==> config.mk <==
export PLATFORM = sky130hd
export DESIGN_NAME = mwp_top
export DESIGN_NICKNAME = d
export VERILOG_FILES = /design/src/logic/mwp_pkg.sv /design/src/logic/mwp_wr_if.sv /design/src/logic/mwp_core.sv /design/src/logic/mwp_top.sv
export SDC_FILE = /design/constraint.sdc
export NUM_CORES = 1
export LEC_CHECK = 0
export BUFFER_PORTS_ARGS = -buffer_cell sky130_fd_sc_hd__buf_2
export CAP_MARGIN = 15
export CORE_ASPECT_RATIO = 2
export CORE_MARGIN = 5
export CORE_UTILIZATION = 51
export CTS_BUF_LIST = sky130_fd_sc_hd__clkbuf_8
export DETAILED_ROUTE_END_ITERATION = 10
export HOLD_SLACK_MARGIN = 0.05
export PLACE_DENSITY = 0.87
export RECOVER_POWER = 25
export SLEW_MARGIN = 20
export SYNTH_ARGS = -nofsm -noshare
export SYNTH_HDL_FRONTEND = slang
export SYNTH_SLANG_ARGS = --single-unit
==> constraint.sdc <==
create_clock -name sys_clk_i -period 2.8 [get_ports sys_clk_i]
set_clock_uncertainty 0.1 [all_clocks]
set_input_delay 0.14 -clock sys_clk_i [delete_from_list [all_inputs] [get_ports sys_clk_i]]
set_output_delay 0.14 -clock sys_clk_i [all_outputs]
set_load 0.02 [all_outputs]
==> src/logic/mwp_pkg.sv <==
/*
 * Constants for the bus matrix write-protection and drive configuration block:
 * register byte addresses, field positions, key value and reset values.
 * Assumes a 32-bit AHB-Lite slave decoding full byte addresses.
 */
`default_nettype none

package mwp_pkg;

    ////////////////////////////////////////////////////////////////////////////
    // Address map (full byte addresses)
    localparam logic [31:0] MATRIX_BASE = 32'hFFFF_EA00;    // Start of guarded space
    localparam int SPACE_LSB = 9;                           // Guarded span is 512 bytes
    localparam logic [31:0] DRIVE_CFG_ADDR = 32'hFFFF_EB28;
    localparam logic [31:0] PROT_MODE_ADDR = 32'hFFFF_EBE4;
    localparam logic [31:0] PROT_STAT_ADDR = 32'hFFFF_EBE8;
    localparam logic [31:0] IRQ_STAT_ADDR = 32'hFFFF_EC00;
    localparam logic [31:0] IRQ_MASK_ADDR = 32'hFFFF_EC04;

    ////////////////////////////////////////////////////////////////////////////
    // Protect mode register fields
    localparam logic [23:0] PROT_KEY = 24'h4D_4154;
    localparam int KEY_LSB = 8;
    localparam int EN_BIT = 0;

    // Protect status register fields
    localparam int VS_BIT = 0;
    localparam int SRC_LSB = 8;
    localparam int SRC_W = 16;

    ////////////////////////////////////////////////////////////////////////////
    // Drive configuration fields and codes
    localparam int EBI_DRV_LSB = 16;
    localparam int DDR_DRV_BIT = 18;
    localparam logic [1:0] DRV_1V8_HIGH = 2'h0;
    localparam logic [1:0] DRV_3V3_HIGH = 2'h1;
    localparam logic [1:0] DRV_1V8_LOW = 2'h2;
    localparam logic [1:0] DRV_3V3_LOW = 2'h3;
    localparam logic [1:0] EBI_DRV_RST = DRV_3V3_HIGH;
    localparam logic DDR_DRV_RST = 1'b0;

    ////////////////////////////////////////////////////////////////////////////
    // Bus encodings
    localparam logic [2:0] HSIZE_WORD = 3'h2;
    localparam logic [31:0] ZERO_WORD = 32'h0000_0000;

endpackage : mwp_pkg

`default_nettype wire

==> src/logic/mwp_wr_if.sv <==
/*
 * Write channel between the bus front end and the protection core.
 * Assumes one clock; the front end drives the write, the core answers.
 */
`timescale 1ns/10ps
`default_nettype none

interface mwp_wr_if;
    logic wr_valid;             // Data-phase write this cycle
    logic [31:0] wr_addr;
    logic [31:0] wr_data;
    logic wr_allow;             // Write may take effect
    logic prot_en;              // Current protect enable
    logic prot_en_next;
    logic viol_next;
    logic [15:0] src_next;
    logic viol_event;           // Blocked write this cycle

    // Bus front end
    modport front (
        output wr_valid, wr_addr, wr_data,
        input wr_allow, prot_en, prot_en_next, viol_next, src_next, viol_event
    );

    // Protection core
    modport core (
        input wr_valid, wr_addr, wr_data,
        output wr_allow, prot_en, prot_en_next, viol_next, src_next, viol_event
    );
endinterface : mwp_wr_if

`default_nettype wire

==> src/logic/mwp_core.sv <==
/*
 * Write-protection core: protect enable, violation flag and source offset.
 * Assumes the front end presents each write once, in its data phase.
 */
`timescale 1ns/10ps
`default_nettype none

module mwp_core (
    // Clock and reset
    input wire logic sys_clk_i,
    input wire logic rst_i,
    // Write channel
    mwp_wr_if.core wr
);

    logic prot_en_reg;
    logic viol_reg;
    logic [15:0] src_reg;
    logic is_mode;
    logic guarded;

    ////////////////////////////////////////////////////////////////////////////
    // Address classification
    // whole space guarded except the protect mode register
    assign is_mode = (wr.wr_addr == mwp_pkg::PROT_MODE_ADDR);
    assign guarded = (wr.wr_addr[31:mwp_pkg::SPACE_LSB] == mwp_pkg::MATRIX_BASE[31:mwp_pkg::SPACE_LSB]) && !is_mode;
    assign wr.wr_allow = wr.wr_valid && !(guarded && prot_en_reg);
    assign wr.viol_event = wr.wr_valid && guarded && prot_en_reg;

    ////////////////////////////////////////////////////////////////////////////
    // Next-state logic
    always_comb begin
        wr.prot_en_next = prot_en_reg;
        wr.viol_next = viol_reg;
        wr.src_next = src_reg;
        if (wr.wr_valid && is_mode) begin
            if (wr.wr_data[31:mwp_pkg::KEY_LSB] == mwp_pkg::PROT_KEY) begin
                wr.prot_en_next = wr.wr_data[mwp_pkg::EN_BIT];
            end
            wr.viol_next = 1'b0;
            wr.src_next = 16'h0000;
        end else if (wr.viol_event) begin
            wr.viol_next = 1'b1;
            wr.src_next = {7'h00, wr.wr_addr[mwp_pkg::SPACE_LSB-1:0]};
        end
    end

    ////////////////////////////////////////////////////////////////////////////
    // State registers
    always_ff @(posedge sys_clk_i) begin
        if (rst_i) begin
            prot_en_reg <= 1'b0;
            viol_reg <= 1'b0;
            src_reg <= 16'h0000;
        end else begin
            prot_en_reg <= wr.prot_en_next;
            viol_reg <= wr.viol_next;
            src_reg <= wr.src_next;
        end
    end

    assign wr.prot_en = prot_en_reg;

endmodule : mwp_core

`default_nettype wire

==> src/logic/mwp_top.sv <==
/*
 * Bus matrix write protection with drive configuration, AHB-Lite slave.
 * Assumes a single AHB-Lite master doing word transfers; zero wait states.
 * Assumes the guarded registers live in other blocks fed by the forward port,
 * and that hready_i is this slave's own hreadyout_o.
 */
// What this block does
// - Correct key write updates protect enable
// - Wrong key leaves protect enable unchanged
// - Key field is write-only, reads zero
// - Protection guards offsets 0x000 to 0x1FC except the mode register at 0x1E4
// - Guarded writes accepted only while unprotected
// - Blocked write sets violation status
// - Protect mode write clears violation status
// - Violation source reports blocked register offset
// - Source field reads zero without violation
// - Two-bit external bus drive code decoded
// - DDR drive bit: zero high, one low
// - External bus drive resets to high
// - External bus voltage resets to 3.3V
`timescale 1ns/10ps
`default_nettype none

module mwp_top (
    // Clock and reset
    input wire logic sys_clk_i,
    input wire logic rst_i,
    // AHB-Lite slave
    input wire logic hsel_i,
    input wire logic [31:0] haddr_i,
    input wire logic [1:0] htrans_i,
    input wire logic hwrite_i,
    input wire logic [2:0] hsize_i,
    input wire logic [31:0] hwdata_i,
    input wire logic hready_i,
    output logic [31:0] hrdata_o,
    output logic hreadyout_o,
    output logic hresp_o,
    // Drive configuration
    output logic [1:0] ext_bus_drive_select_o,
    output logic ext_bus_1v8_o,
    output logic ext_bus_low_drive_o,
    output logic ddr_low_drive_o,
    // Protection state and forwarded writes
    output logic prot_enable_o,
    output logic cfg_wr_o,
    output logic [8:0] cfg_offset_o,
    output logic [31:0] cfg_wdata_o,
    // Interrupt
    output logic irq_o
);

    ////////////////////////////////////////////////////////////////////////////
    // Declarations

    // Data phase tracking
    logic dp_wr_reg;
    logic dp_wr_next;
    logic [31:0] dp_addr_reg;
    logic [31:0] dp_addr_next;
    logic [31:0] rdata_reg;
    logic [31:0] rdata_next;
    logic addr_phase;

    // Drive configuration
    logic [1:0] ebi_drv_reg;
    logic [1:0] ebi_drv_next;
    logic ddr_drv_reg;
    logic ddr_drv_next;

    // Interrupt status and mask
    logic irq_stat_reg;
    logic irq_stat_next;
    logic irq_mask_reg;
    logic irq_mask_next;
    logic irq_reg;
    logic irq_next;

    // Forwarded configuration write
    logic cfg_wr_reg;
    logic cfg_wr_next;
    logic [8:0] cfg_off_reg;
    logic [8:0] cfg_off_next;
    logic [31:0] cfg_data_reg;
    logic [31:0] cfg_data_next;

    // Write channel to the protection core
    mwp_wr_if wr ();

    ////////////////////////////////////////////////////////////////////////////
    // Address match, used for both write commit and read mux
    // Full 32-bit compare, so no alias of a register ever matches
    function automatic logic hit(input logic [31:0] addr, input logic [31:0] target);
        hit = (addr == target);
    endfunction : hit

    ////////////////////////////////////////////////////////////////////////////
    // Protection core
    // Holds enable, violation flag and source; decides which writes land
    mwp_core u_core (
        .sys_clk_i (sys_clk_i),
        .rst_i (rst_i),
        .wr (wr)
    );

    // Data-phase write presented to the core; only whole words count
    assign wr.wr_valid = dp_wr_reg;
    assign wr.wr_addr = dp_addr_reg;
    assign wr.wr_data = hwdata_i;

    ////////////////////////////////////////////////////////////////////////////
    // Bus response: always ready, always OKAY
    // Every register is a flip-flop answering in the cycle after the
    // address phase, so no wait state is needed. A refused write is
    // dropped quietly and shows only in the violation and interrupt status, never
    // as an error response that could upset a master mid-sequence.
    assign hreadyout_o = 1'b1;
    assign hresp_o = 1'b0;

    // Valid transfer in its address phase; hready_i keeps a phase that
    // another slave still stretches from being taken twice
    assign addr_phase = hsel_i && htrans_i[1] && hready_i;

    ////////////////////////////////////////////////////////////////////////////
    // Data phase capture
    // Non-word writes are dropped here, so a partial write never reaches
    // the key field or the guarded space and never counts as a violation
    always_comb begin
        dp_wr_next = 1'b0;
        dp_addr_next = dp_addr_reg;
        if (addr_phase) begin
            dp_wr_next = hwrite_i && (hsize_i == mwp_pkg::HSIZE_WORD);
            dp_addr_next = haddr_i;
        end
    end

    // Data-phase flip-flops; reset drops a transfer in flight so no
    // stale write lands once reset is released
    always_ff @(posedge sys_clk_i) begin
        if (rst_i) begin
            dp_wr_reg <= 1'b0;
            dp_addr_reg <= mwp_pkg::ZERO_WORD;
        end else begin
            dp_wr_reg <= dp_wr_next;
            dp_addr_reg <= dp_addr_next;
        end
    end

    ////////////////////////////////////////////////////////////////////////////
    // Drive configuration register
    // Only the drive fields are held here; the other bits of this word
    // belong to the block behind the forward port
    always_comb begin
        ebi_drv_next = ebi_drv_reg;
        ddr_drv_next = ddr_drv_reg;
        if (wr.wr_allow && hit(dp_addr_reg, mwp_pkg::DRIVE_CFG_ADDR)) begin
            ebi_drv_next = hwdata_i[mwp_pkg::EBI_DRV_LSB+1:mwp_pkg::EBI_DRV_LSB];
            ddr_drv_next = hwdata_i[mwp_pkg::DDR_DRV_BIT];
        end
    end

    // Drive flip-flops; 3.3V high drive after reset is safe for either
    // memory supply until software has set the range
    always_ff @(posedge sys_clk_i) begin
        if (rst_i) begin
            ebi_drv_reg <= mwp_pkg::EBI_DRV_RST;
            ddr_drv_reg <= mwp_pkg::DDR_DRV_RST;
        end else begin
            ebi_drv_reg <= ebi_drv_next;
            ddr_drv_reg <= ddr_drv_next;
        end
    end

    assign ext_bus_drive_select_o = ebi_drv_reg;
    assign ext_bus_1v8_o = (ebi_drv_reg == mwp_pkg::DRV_1V8_HIGH) || (ebi_drv_reg == mwp_pkg::DRV_1V8_LOW);
    assign ext_bus_low_drive_o = (ebi_drv_reg == mwp_pkg::DRV_1V8_LOW) || (ebi_drv_reg == mwp_pkg::DRV_3V3_LOW);
    assign ddr_low_drive_o = ddr_drv_reg;

    ////////////////////////////////////////////////////////////////////////////
    // Interrupt status (write one to clear) and mask
    // Both sit outside the guarded span, so software can acknowledge a
    // violation even while protection is on
    always_comb begin
        irq_stat_next = irq_stat_reg;
        irq_mask_next = irq_mask_reg;
        if (wr.wr_allow && hit(dp_addr_reg, mwp_pkg::IRQ_STAT_ADDR) && hwdata_i[0]) begin
            irq_stat_next = 1'b0;
        end
        // A violation in the clearing cycle still lands
        if (wr.viol_event) begin
            irq_stat_next = 1'b1;
        end
        if (wr.wr_allow && hit(dp_addr_reg, mwp_pkg::IRQ_MASK_ADDR)) begin
            irq_mask_next = hwdata_i[0];
        end
        // Next values keep irq_o in step with the status bit it shows
        irq_next = irq_stat_next && irq_mask_next;
    end

    // Interrupt flip-flops; a registered output cannot glitch while the
    // status and mask decode settles
    always_ff @(posedge sys_clk_i) begin
        if (rst_i) begin
            irq_stat_reg <= 1'b0;
            irq_mask_reg <= 1'b0;
            irq_reg <= 1'b0;
        end else begin
            irq_stat_reg <= irq_stat_next;
            irq_mask_reg <= irq_mask_next;
            irq_reg <= irq_next;
        end
    end

    assign irq_o = irq_reg;

    ////////////////////////////////////////////////////////////////////////////
    // Forwarded writes for matrix registers held in other blocks
    // Mode and status are handled here and never forwarded; a blocked
    // write is not forwarded either, so the far block needs no check
    always_comb begin
        cfg_wr_next = 1'b0;
        cfg_off_next = cfg_off_reg;
        cfg_data_next = cfg_data_reg;
        if (wr.wr_allow
            && (dp_addr_reg[31:mwp_pkg::SPACE_LSB] == mwp_pkg::MATRIX_BASE[31:mwp_pkg::SPACE_LSB])
            && !hit(dp_addr_reg, mwp_pkg::PROT_MODE_ADDR)
            && !hit(dp_addr_reg, mwp_pkg::PROT_STAT_ADDR)) begin
            cfg_wr_next = 1'b1;
            cfg_off_next = dp_addr_reg[mwp_pkg::SPACE_LSB-1:0];
            cfg_data_next = hwdata_i;
        end
    end

    // Forward flip-flops; the strobe lasts one cycle, offset and data
    // hold until the next forwarded write
    always_ff @(posedge sys_clk_i) begin
        if (rst_i) begin
            cfg_wr_reg <= 1'b0;
            cfg_off_reg <= 9'h000;
            cfg_data_reg <= mwp_pkg::ZERO_WORD;
        end else begin
            cfg_wr_reg <= cfg_wr_next;
            cfg_off_reg <= cfg_off_next;
            cfg_data_reg <= cfg_data_next;
        end
    end

    assign cfg_wr_o = cfg_wr_reg;
    assign cfg_offset_o = cfg_off_reg;
    assign cfg_wdata_o = cfg_data_reg;
    assign prot_enable_o = wr.prot_en;

    ////////////////////////////////////////////////////////////////////////////
    // Read data: sampled from next values so a write just ahead is seen
    // Unmapped addresses and forwarded registers, bar the drive fields, read as zero;
    // their contents are visible only in the blocks that own them
    always_comb begin
        rdata_next = mwp_pkg::ZERO_WORD;
        if (addr_phase && !hwrite_i) begin
            if (hit(haddr_i, mwp_pkg::PROT_MODE_ADDR)) begin
                rdata_next[mwp_pkg::EN_BIT] = wr.prot_en_next;
            end else if (hit(haddr_i, mwp_pkg::PROT_STAT_ADDR)) begin
                rdata_next[mwp_pkg::VS_BIT] = wr.viol_next;
                if (wr.viol_next) begin
                    rdata_next[mwp_pkg::SRC_LSB+mwp_pkg::SRC_W-1:mwp_pkg::SRC_LSB] = wr.src_next;
                end
            end else if (hit(haddr_i, mwp_pkg::DRIVE_CFG_ADDR)) begin
                rdata_next[mwp_pkg::EBI_DRV_LSB+1:mwp_pkg::EBI_DRV_LSB] = ebi_drv_next;
                rdata_next[mwp_pkg::DDR_DRV_BIT] = ddr_drv_next;
            end else if (hit(haddr_i, mwp_pkg::IRQ_STAT_ADDR)) begin
                rdata_next[0] = irq_stat_next;
            end else if (hit(haddr_i, mwp_pkg::IRQ_MASK_ADDR)) begin
                rdata_next[0] = irq_mask_next;
            end
        end
    end

    // Read data flip-flop; zero outside a read data phase, so the bus
    // never sees a stale word
    always_ff @(posedge sys_clk_i) begin
        if (rst_i) begin
            rdata_reg <= mwp_pkg::ZERO_WORD;
        end else begin
            rdata_reg <= rdata_next;
        end
    end

    assign hrdata_o = rdata_reg;

endmodule : mwp_top

`default_nettype wire

Yosys cells after proc, flatten, opt, wreduce, memory -nomap -nowiden

Index checks and enable logic that the tools add are counted.

Reduce and logical (&&, ||, !) cells: 29
Bitwise gates (word level): 4
Multiplexer cells: 20
Eq/ne operators: 15

Operators with widths:

| cell                   | number |
|---|---|
| $eq A32 B32 Y1 const B | 10 |
| $mux W16               | 3 |
| $eq A24 B23 Y1 const B | 1 |
| $eq A23 B23 Y1 const B | 1 |
| $logic_and A1 B1 Y1    | 18 |
| $mux W1                | 14 |
| $mux W3                | 2 |
| $reduce_or A5 Y1       | 1 |
| $eq A2 B2 Y1 const B   | 2 |
| $logic_not A1 Y1       | 4 |
| $not A1 Y1             | 4 |
| $reduce_or A2 Y1       | 2 |
| $eq A3 B2 Y1 const B   | 1 |
| $reduce_or A3 Y1       | 1 |
| $logic_not A2 Y1       | 1 |
| $logic_or A1 B1 Y1     | 2 |
| $mux W2                | 1 |

Output and inout port bits: 83
Input bits: 74
Word-level logic and storage cells: 85
Flip-flop bits (word level): 131

Logic depth before layout (Yosys ltp)

Depth after elaboration: 14
Gate-level depth with buffers: 8
Gate-level depth less buffers: 6

Cells and area by module

From an unflattened synthesis, not the netlist that was laid out.

Cell total of the unflattened synthesis: 553
Area total of the unflattened synthesis: 4702.0 um2

Modules (own cells, without submodules):

| module   | seq. area each (um2) | cells each | times used | area an instance (um2) |
|---|---|---|---|---|
| mwp_top  | 1961.9               | 467        | 1          | 3799.9 |
| mwp_core | 360.3                | 86         | 1          | 902.1 |

Worst setup path before layout

Ideal clock, no wire load.

Kind: register to register
From: reg dp_addr_reg[0]
To: reg rdata_reg[0] (netlist: hrdata_o[0])
Data required time: 2581 ps
Path buffers: 0
Arrival: 2034 ps
Cell stages (with the launch flop): 7
Clock period less this slack: 2253 ps
Path slack: 547 ps
Cell sequence: dfxtp_1 > or4b_4 > nor3_2 > nand4_1 > nor3_1 > mux2_1 > o221a_1

Cells in the longest elaborated chain, start to end: 14

RTL lines:

| element                          | line           | source |
|---|---|---|
| start: declaration               | mwp_top.sv:59  | `logic [31:0] dp_addr_reg;` |
| start signal: assignment         | mwp_top.sv:142 | `dp_addr_reg <= mwp_pkg::ZERO_WORD;` |
| start signal: assignment         | mwp_top.sv:145 | `dp_addr_reg <= dp_addr_next;` |
| $eq A32 B32 Y1                   | mwp_core.sv:25 | `assign is_mode = (wr.wr_addr == mwp_pkg::PROT_MODE_ADDR);` |
| $logic_not A1 Y1                 | mwp_core.sv:26 | `assign guarded = (wr.wr_addr[31:mwp_pkg::SPACE_LSB] == mwp_pkg::MATRIX_BASE[31:mwp_pkg::SPACE_LSB]) && !is_mod ...` |
| $logic_and A1 B1 Y1              | mwp_core.sv:26 |  |
| $logic_and A1 B1 Y1              | mwp_core.sv:27 | `assign wr.wr_allow = wr.wr_valid && !(guarded && prot_en_reg);` |
| $logic_not A1 Y1                 | mwp_core.sv:27 |  |
| $logic_and A1 B1 Y1              | mwp_core.sv:27 |  |
| $logic_and A1 B1 Y1 (2 in a row) | mwp_top.sv:186 | `if (wr.wr_allow && hit(dp_addr_reg, mwp_pkg::IRQ_STAT_ADDR) && hwdata_i[0]) begin` |
| $mux W1                          | mwp_top.sv:186 |  |
| $mux W1                          | mwp_top.sv:190 | `if (wr.viol_event) begin` |
| $mux W1                          | mwp_top.sv:270 | `end else if (hit(haddr_i, mwp_pkg::IRQ_STAT_ADDR)) begin` |
| $mux W1                          | mwp_top.sv:267 | `end else if (hit(haddr_i, mwp_pkg::DRIVE_CFG_ADDR)) begin` |
| $mux W1                          | mwp_top.sv:262 | `end else if (hit(haddr_i, mwp_pkg::PROT_STAT_ADDR)) begin` |
| $mux W1 (*)                      | mwp_top.sv:260 | `if (hit(haddr_i, mwp_pkg::PROT_MODE_ADDR)) begin` |
| end signal: assignment           | mwp_top.sv:282 | `rdata_reg <= mwp_pkg::ZERO_WORD;` |
| end signal: assignment           | mwp_top.sv:284 | `rdata_reg <= rdata_next;` |
| end: declaration                 | mwp_top.sv:61  | `logic [31:0] rdata_reg;` |

Every way passes the cells marked *; elsewhere a longest branch is shown, timed or not.
A chain may end at the register's enable or synchronous reset.

Final worst setup path

Same ends and word-level chain as after synthesis.

==> impl_table.tex <==
\begin{tabular}{lr}
\hline
Metric & Value \\
\hline
\multicolumn{2}{l}{\textbf{Outcome}} \\
Status & finished clean \\
\multicolumn{2}{l}{\textbf{Synth}} \\
Cells after synthesis & roughly 530 \\
Count of cell types in the netlist & 46 \\
Synthesis warning total & 0 \\
Top cells by area, synth & sky130\_fd\_sc\_hd\_\_dfxtp\_1 52\%, sky130\_fd\_sc\_hd\_\_nand2\_1 13\%, sky130\_fd\_sc\_hd\_\_a21oi\_1 8.4\%, sky130\_fd\_sc\_hd\_\_nor2\_1 3.0\%, sky130\_fd\_sc\_hd\_\_buf\_4 2.8\% \\
Largest area contributor in the synthesized netlist & sky130\_fd\_sc\_hd\_\_dfxtp\_1 \\
Number of enable flip-flop cells after synthesis & 0 \\
Main synth FF type & sky130\_fd\_sc\_hd\_\_dfxtp\_1 \\
Number of storage elements in the synthesis netlist & between 100 and 150 \\
Average size of a mapped cell & $\sim$8.4 µm² \\
Asr flop ratio synth & 0\% \\
Sequential cell area fraction in the yosys report & 51.68\% \\
Netlist area before placement & about 4500 µm² \\
Top-area cell type share of the netlist area & between 50\% and 60\% \\
\multicolumn{2}{l}{\textbf{Clock tree}} \\
Clock tree from TritonCTS & yes \\
Number of buffers inserted by post-CTS setup repair & 0 \\
Number of buffers created by CTS & 17 \\
Later-pin clock latency in the skew report & 0.43 ns \\
Maximum root-to-sink buffer count & 2 \\
Clock input transition at the sequential cells of the worst setup and hold paths & 0.07 ns \\
Clock Root Buffer & sky130\_fd\_sc\_hd\_\_clkbuf\_8 \\
CTS HTree Levels & 4 \\
Number of sinks on the clock net & about 120 \\
\multicolumn{2}{l}{\textbf{GRT}} \\
Gr ovfl total & 0 \\
Global-route wire length before repair & $\sim$22000 µm \\
Vias in the first global route & 4554 \\
Maximum number of pins on one net before global-route repair & 68 \\
Antenna violations before repair & 0 \\
Global routing usage summed across all routing layers & around a quarter \\
\multicolumn{2}{l}{\textbf{Detailed routing}} \\
Violation count after the first detailed-routing iteration & approximately 230 \\
1st-pass router iterations & 5 \\
Number of design rule violations left after detail routing & 0 \\
Final routed wirelength across all metal layers & $\sim$13000 µm \\
Average routed wire per standard cell & 15.70 µm \\
Drt via density & around 5.3 \\
Total number of vias & about 4400 \\
Final antenna-violating net count & 0 \\
\multicolumn{2}{l}{\textbf{Cells and area}} \\
Filler cells & 661 \\
Non-filler instance count after layout & approximately 840 \\
Net count of the finished layout & $\sim$810 \\
Most common cell after layout, fill and taps aside & sky130\_fd\_sc\_hd\_\_nand2\_1 \\
ANT cells & 0 \\
Post-route design area & slightly above 6000 µm² \\
Fraction of final layout cells sized beyond drive strength 1 & between 10\% and 20\% \\
Multi-input gate area in the final layout & 1972 µm² \\
Most used cells in the layout excluding fill and tap cells & 160 x sky130\_fd\_sc\_hd\_\_nand2\_1, 116 x sky130\_fd\_sc\_hd\_\_dfxtp\_1, 93 x sky130\_fd\_sc\_hd\_\_buf\_2, 75 x sky130\_fd\_sc\_hd\_\_a21oi\_1, 68 x sky130\_fd\_sc\_hd\_\_dlygate4sd3\_1 \\
Sequential cell area & roughly 2300 µm² \\
Area growth from synthesis to layout & 37.76\% \\
\multicolumn{2}{l}{\textbf{Power and ir drop}} \\
Leak Pwr & approximately 0.0024 µW \\
Power density over cell area & about 560 nW/µm² \\
IR drop worst, VDD & about 400 µV \\
\multicolumn{2}{l}{\textbf{Place}} \\
Final weighted congestion in routability-driven placement & roughly 0.8 \\
Post-detail-place hpwl & approximately 8700 µm \\
Setup slack after placement & approximately 0.27 ns \\
Port Buffers & 138 \\
Number of cells after detailed placement & between 700 and 800 \\
Dpl cell area & between 5000 and 6000 µm² \\
\multicolumn{2}{l}{\textbf{Timing}} \\
Fin crit period & around 2.5 ns \\
Unrepaired setup endpoints after global routing & false \\
Final hold violations & 0 \\
Worst slew margin & 31.91\% \\
Maximum clock frequency & 0.3936 GHz \\
Worst-margin pin slew & roughly 1 ns \\
Share of the clock period used by the worst path after layout & 90.73\% \\
Post-route worst setup slack & between 0.2 and 0.3 ns \\
Hold Slack & 0.1997 ns \\
Final Setup Violations & 0 \\
Sum of negative setup slack & 0 ns \\
Count of pins over their slew limit & 0 \\
\multicolumn{2}{l}{\textbf{Floorplanning}} \\
Initial cell density of the core & 51.95\% \\
Total I/O pin count & about 160 \\
Die footprint & 10900 µm² \\
Std-Cell Core Area & about 8600 µm² \\
Row Count & between 40 and 50 \\
Vertical die dimension & 142.7 µm \\
Horizontal die dimension & $\sim$76 µm \\
\multicolumn{2}{l}{\textbf{Setup path}} \\
Largest fanout of any net on the critical path & 5 \\
Arr. time, crit path & 2.76 ns \\
Sort of element at the start of the critical path & flip-flop \\
Required arrival time at the worst endpoint & $\sim$3.0 ns \\
Setup crit end kind & flip-flop \\
Worst-case register-to-register setup slack & 0.26 ns \\
Startpoint-to-endpoint class of the critical path & reg2reg \\
\multicolumn{2}{l}{\textbf{Worst hold path}} \\
Class of the worst hold path & in2reg \\
\multicolumn{2}{l}{\textbf{Job}} \\
Maximum Capacitance Violations & 0 \\
\hline
\end{tabular}
cell usage after synthesis, types with 3 or more instances:
cell type                  instances
sky130_fd_sc_hd__nor3_1            8
sky130_fd_sc_hd__buf_4            17
sky130_fd_sc_hd__nand4b_1          4
sky130_fd_sc_hd__a21oi_1          75
sky130_fd_sc_hd__nor2_1           36
sky130_fd_sc_hd__clkbuf_1         24
sky130_fd_sc_hd__nor4b_1           5
sky130_fd_sc_hd__dfxtp_1         116
sky130_fd_sc_hd__nor4_1            3
sky130_fd_sc_hd__nand3_1           7
sky130_fd_sc_hd__buf_2             7
sky130_fd_sc_hd__nand4_1          14
sky130_fd_sc_hd__mux2i_1          12
sky130_fd_sc_hd__nand2_1         160
sky130_fd_sc_hd__inv_1             3
sky130_fd_sc_hd__nand2b_1          3
sky130_fd_sc_hd__nor4bb_1          3
sky130_fd_sc_hd__nor2b_1           3
per-stage QoR:
stage                     util (%)  power, µW
after global routing         71.57       3576
final                        71.57       3466
after CTS                    72.22       3478
after detailed placement     59.65       1877
after floorplan                  -       1813
after global placement       59.65       1872
metal layers:
layer  wire, µm  track usage, %
met5          0               0
met3        804           7.513
met4        532           14.01
met2       7447           46.11
met1       4470           22.84
path summary, 6_finish.rpt:
path,from,end,cells past startpoint
setup reg to reg,dp_addr_reg[0],hrdata_o[0],6
hold / removal,htrans_i[1],dp_addr_reg[30],5
setup / recovery,dp_addr_reg[0],hrdata_o[0],6
hold reg to reg,u_core.src_reg[12],hrdata_o[20],2
power breakdown:
group / internal [µW] / switching, µW
clock: 898 / 647
sequential: 1670 / 14.3
combinational: 121 / 121
critical path: stages, from the launching register on:
cell and delay, ns:
sky130_fd_sc_hd__dfxtp_1 0.35, sky130_fd_sc_hd__or4b_4 0.60, sky130_fd_sc_hd__nor3_2 0.31, sky130_fd_sc_hd__nand4_1 0.22, sky130_fd_sc_hd__nor3_1 0.26, sky130_fd_sc_hd__mux2_1 0.37, sky130_fd_sc_hd__o221a_1 0.22
cells by family after synthesis:
group	synth area share [%]
other cells	0.1671
buf+inv	5.876
flops	51.68
compound gates	10.30
simple gates	28.79
mux	3.175
layout make-up:
class                      instances  share of cell area (%)
inverter                           3                  0.1819
clock buffer                      22                   4.892
sequential                       116                   37.52
clock inverter                    10                   1.678
timing repair buffer             211                   21.85
multi-input combinational        382                   31.86
tap                              100                   2.021
timing repair:
item | 4_1_cts | 5_1_grt
hold buffers | 68 | 0
hold endpoints to repair | 76 | 0
resized for setup | 0 | 0
No activity file was read; power rests on OpenSTA's default activity.
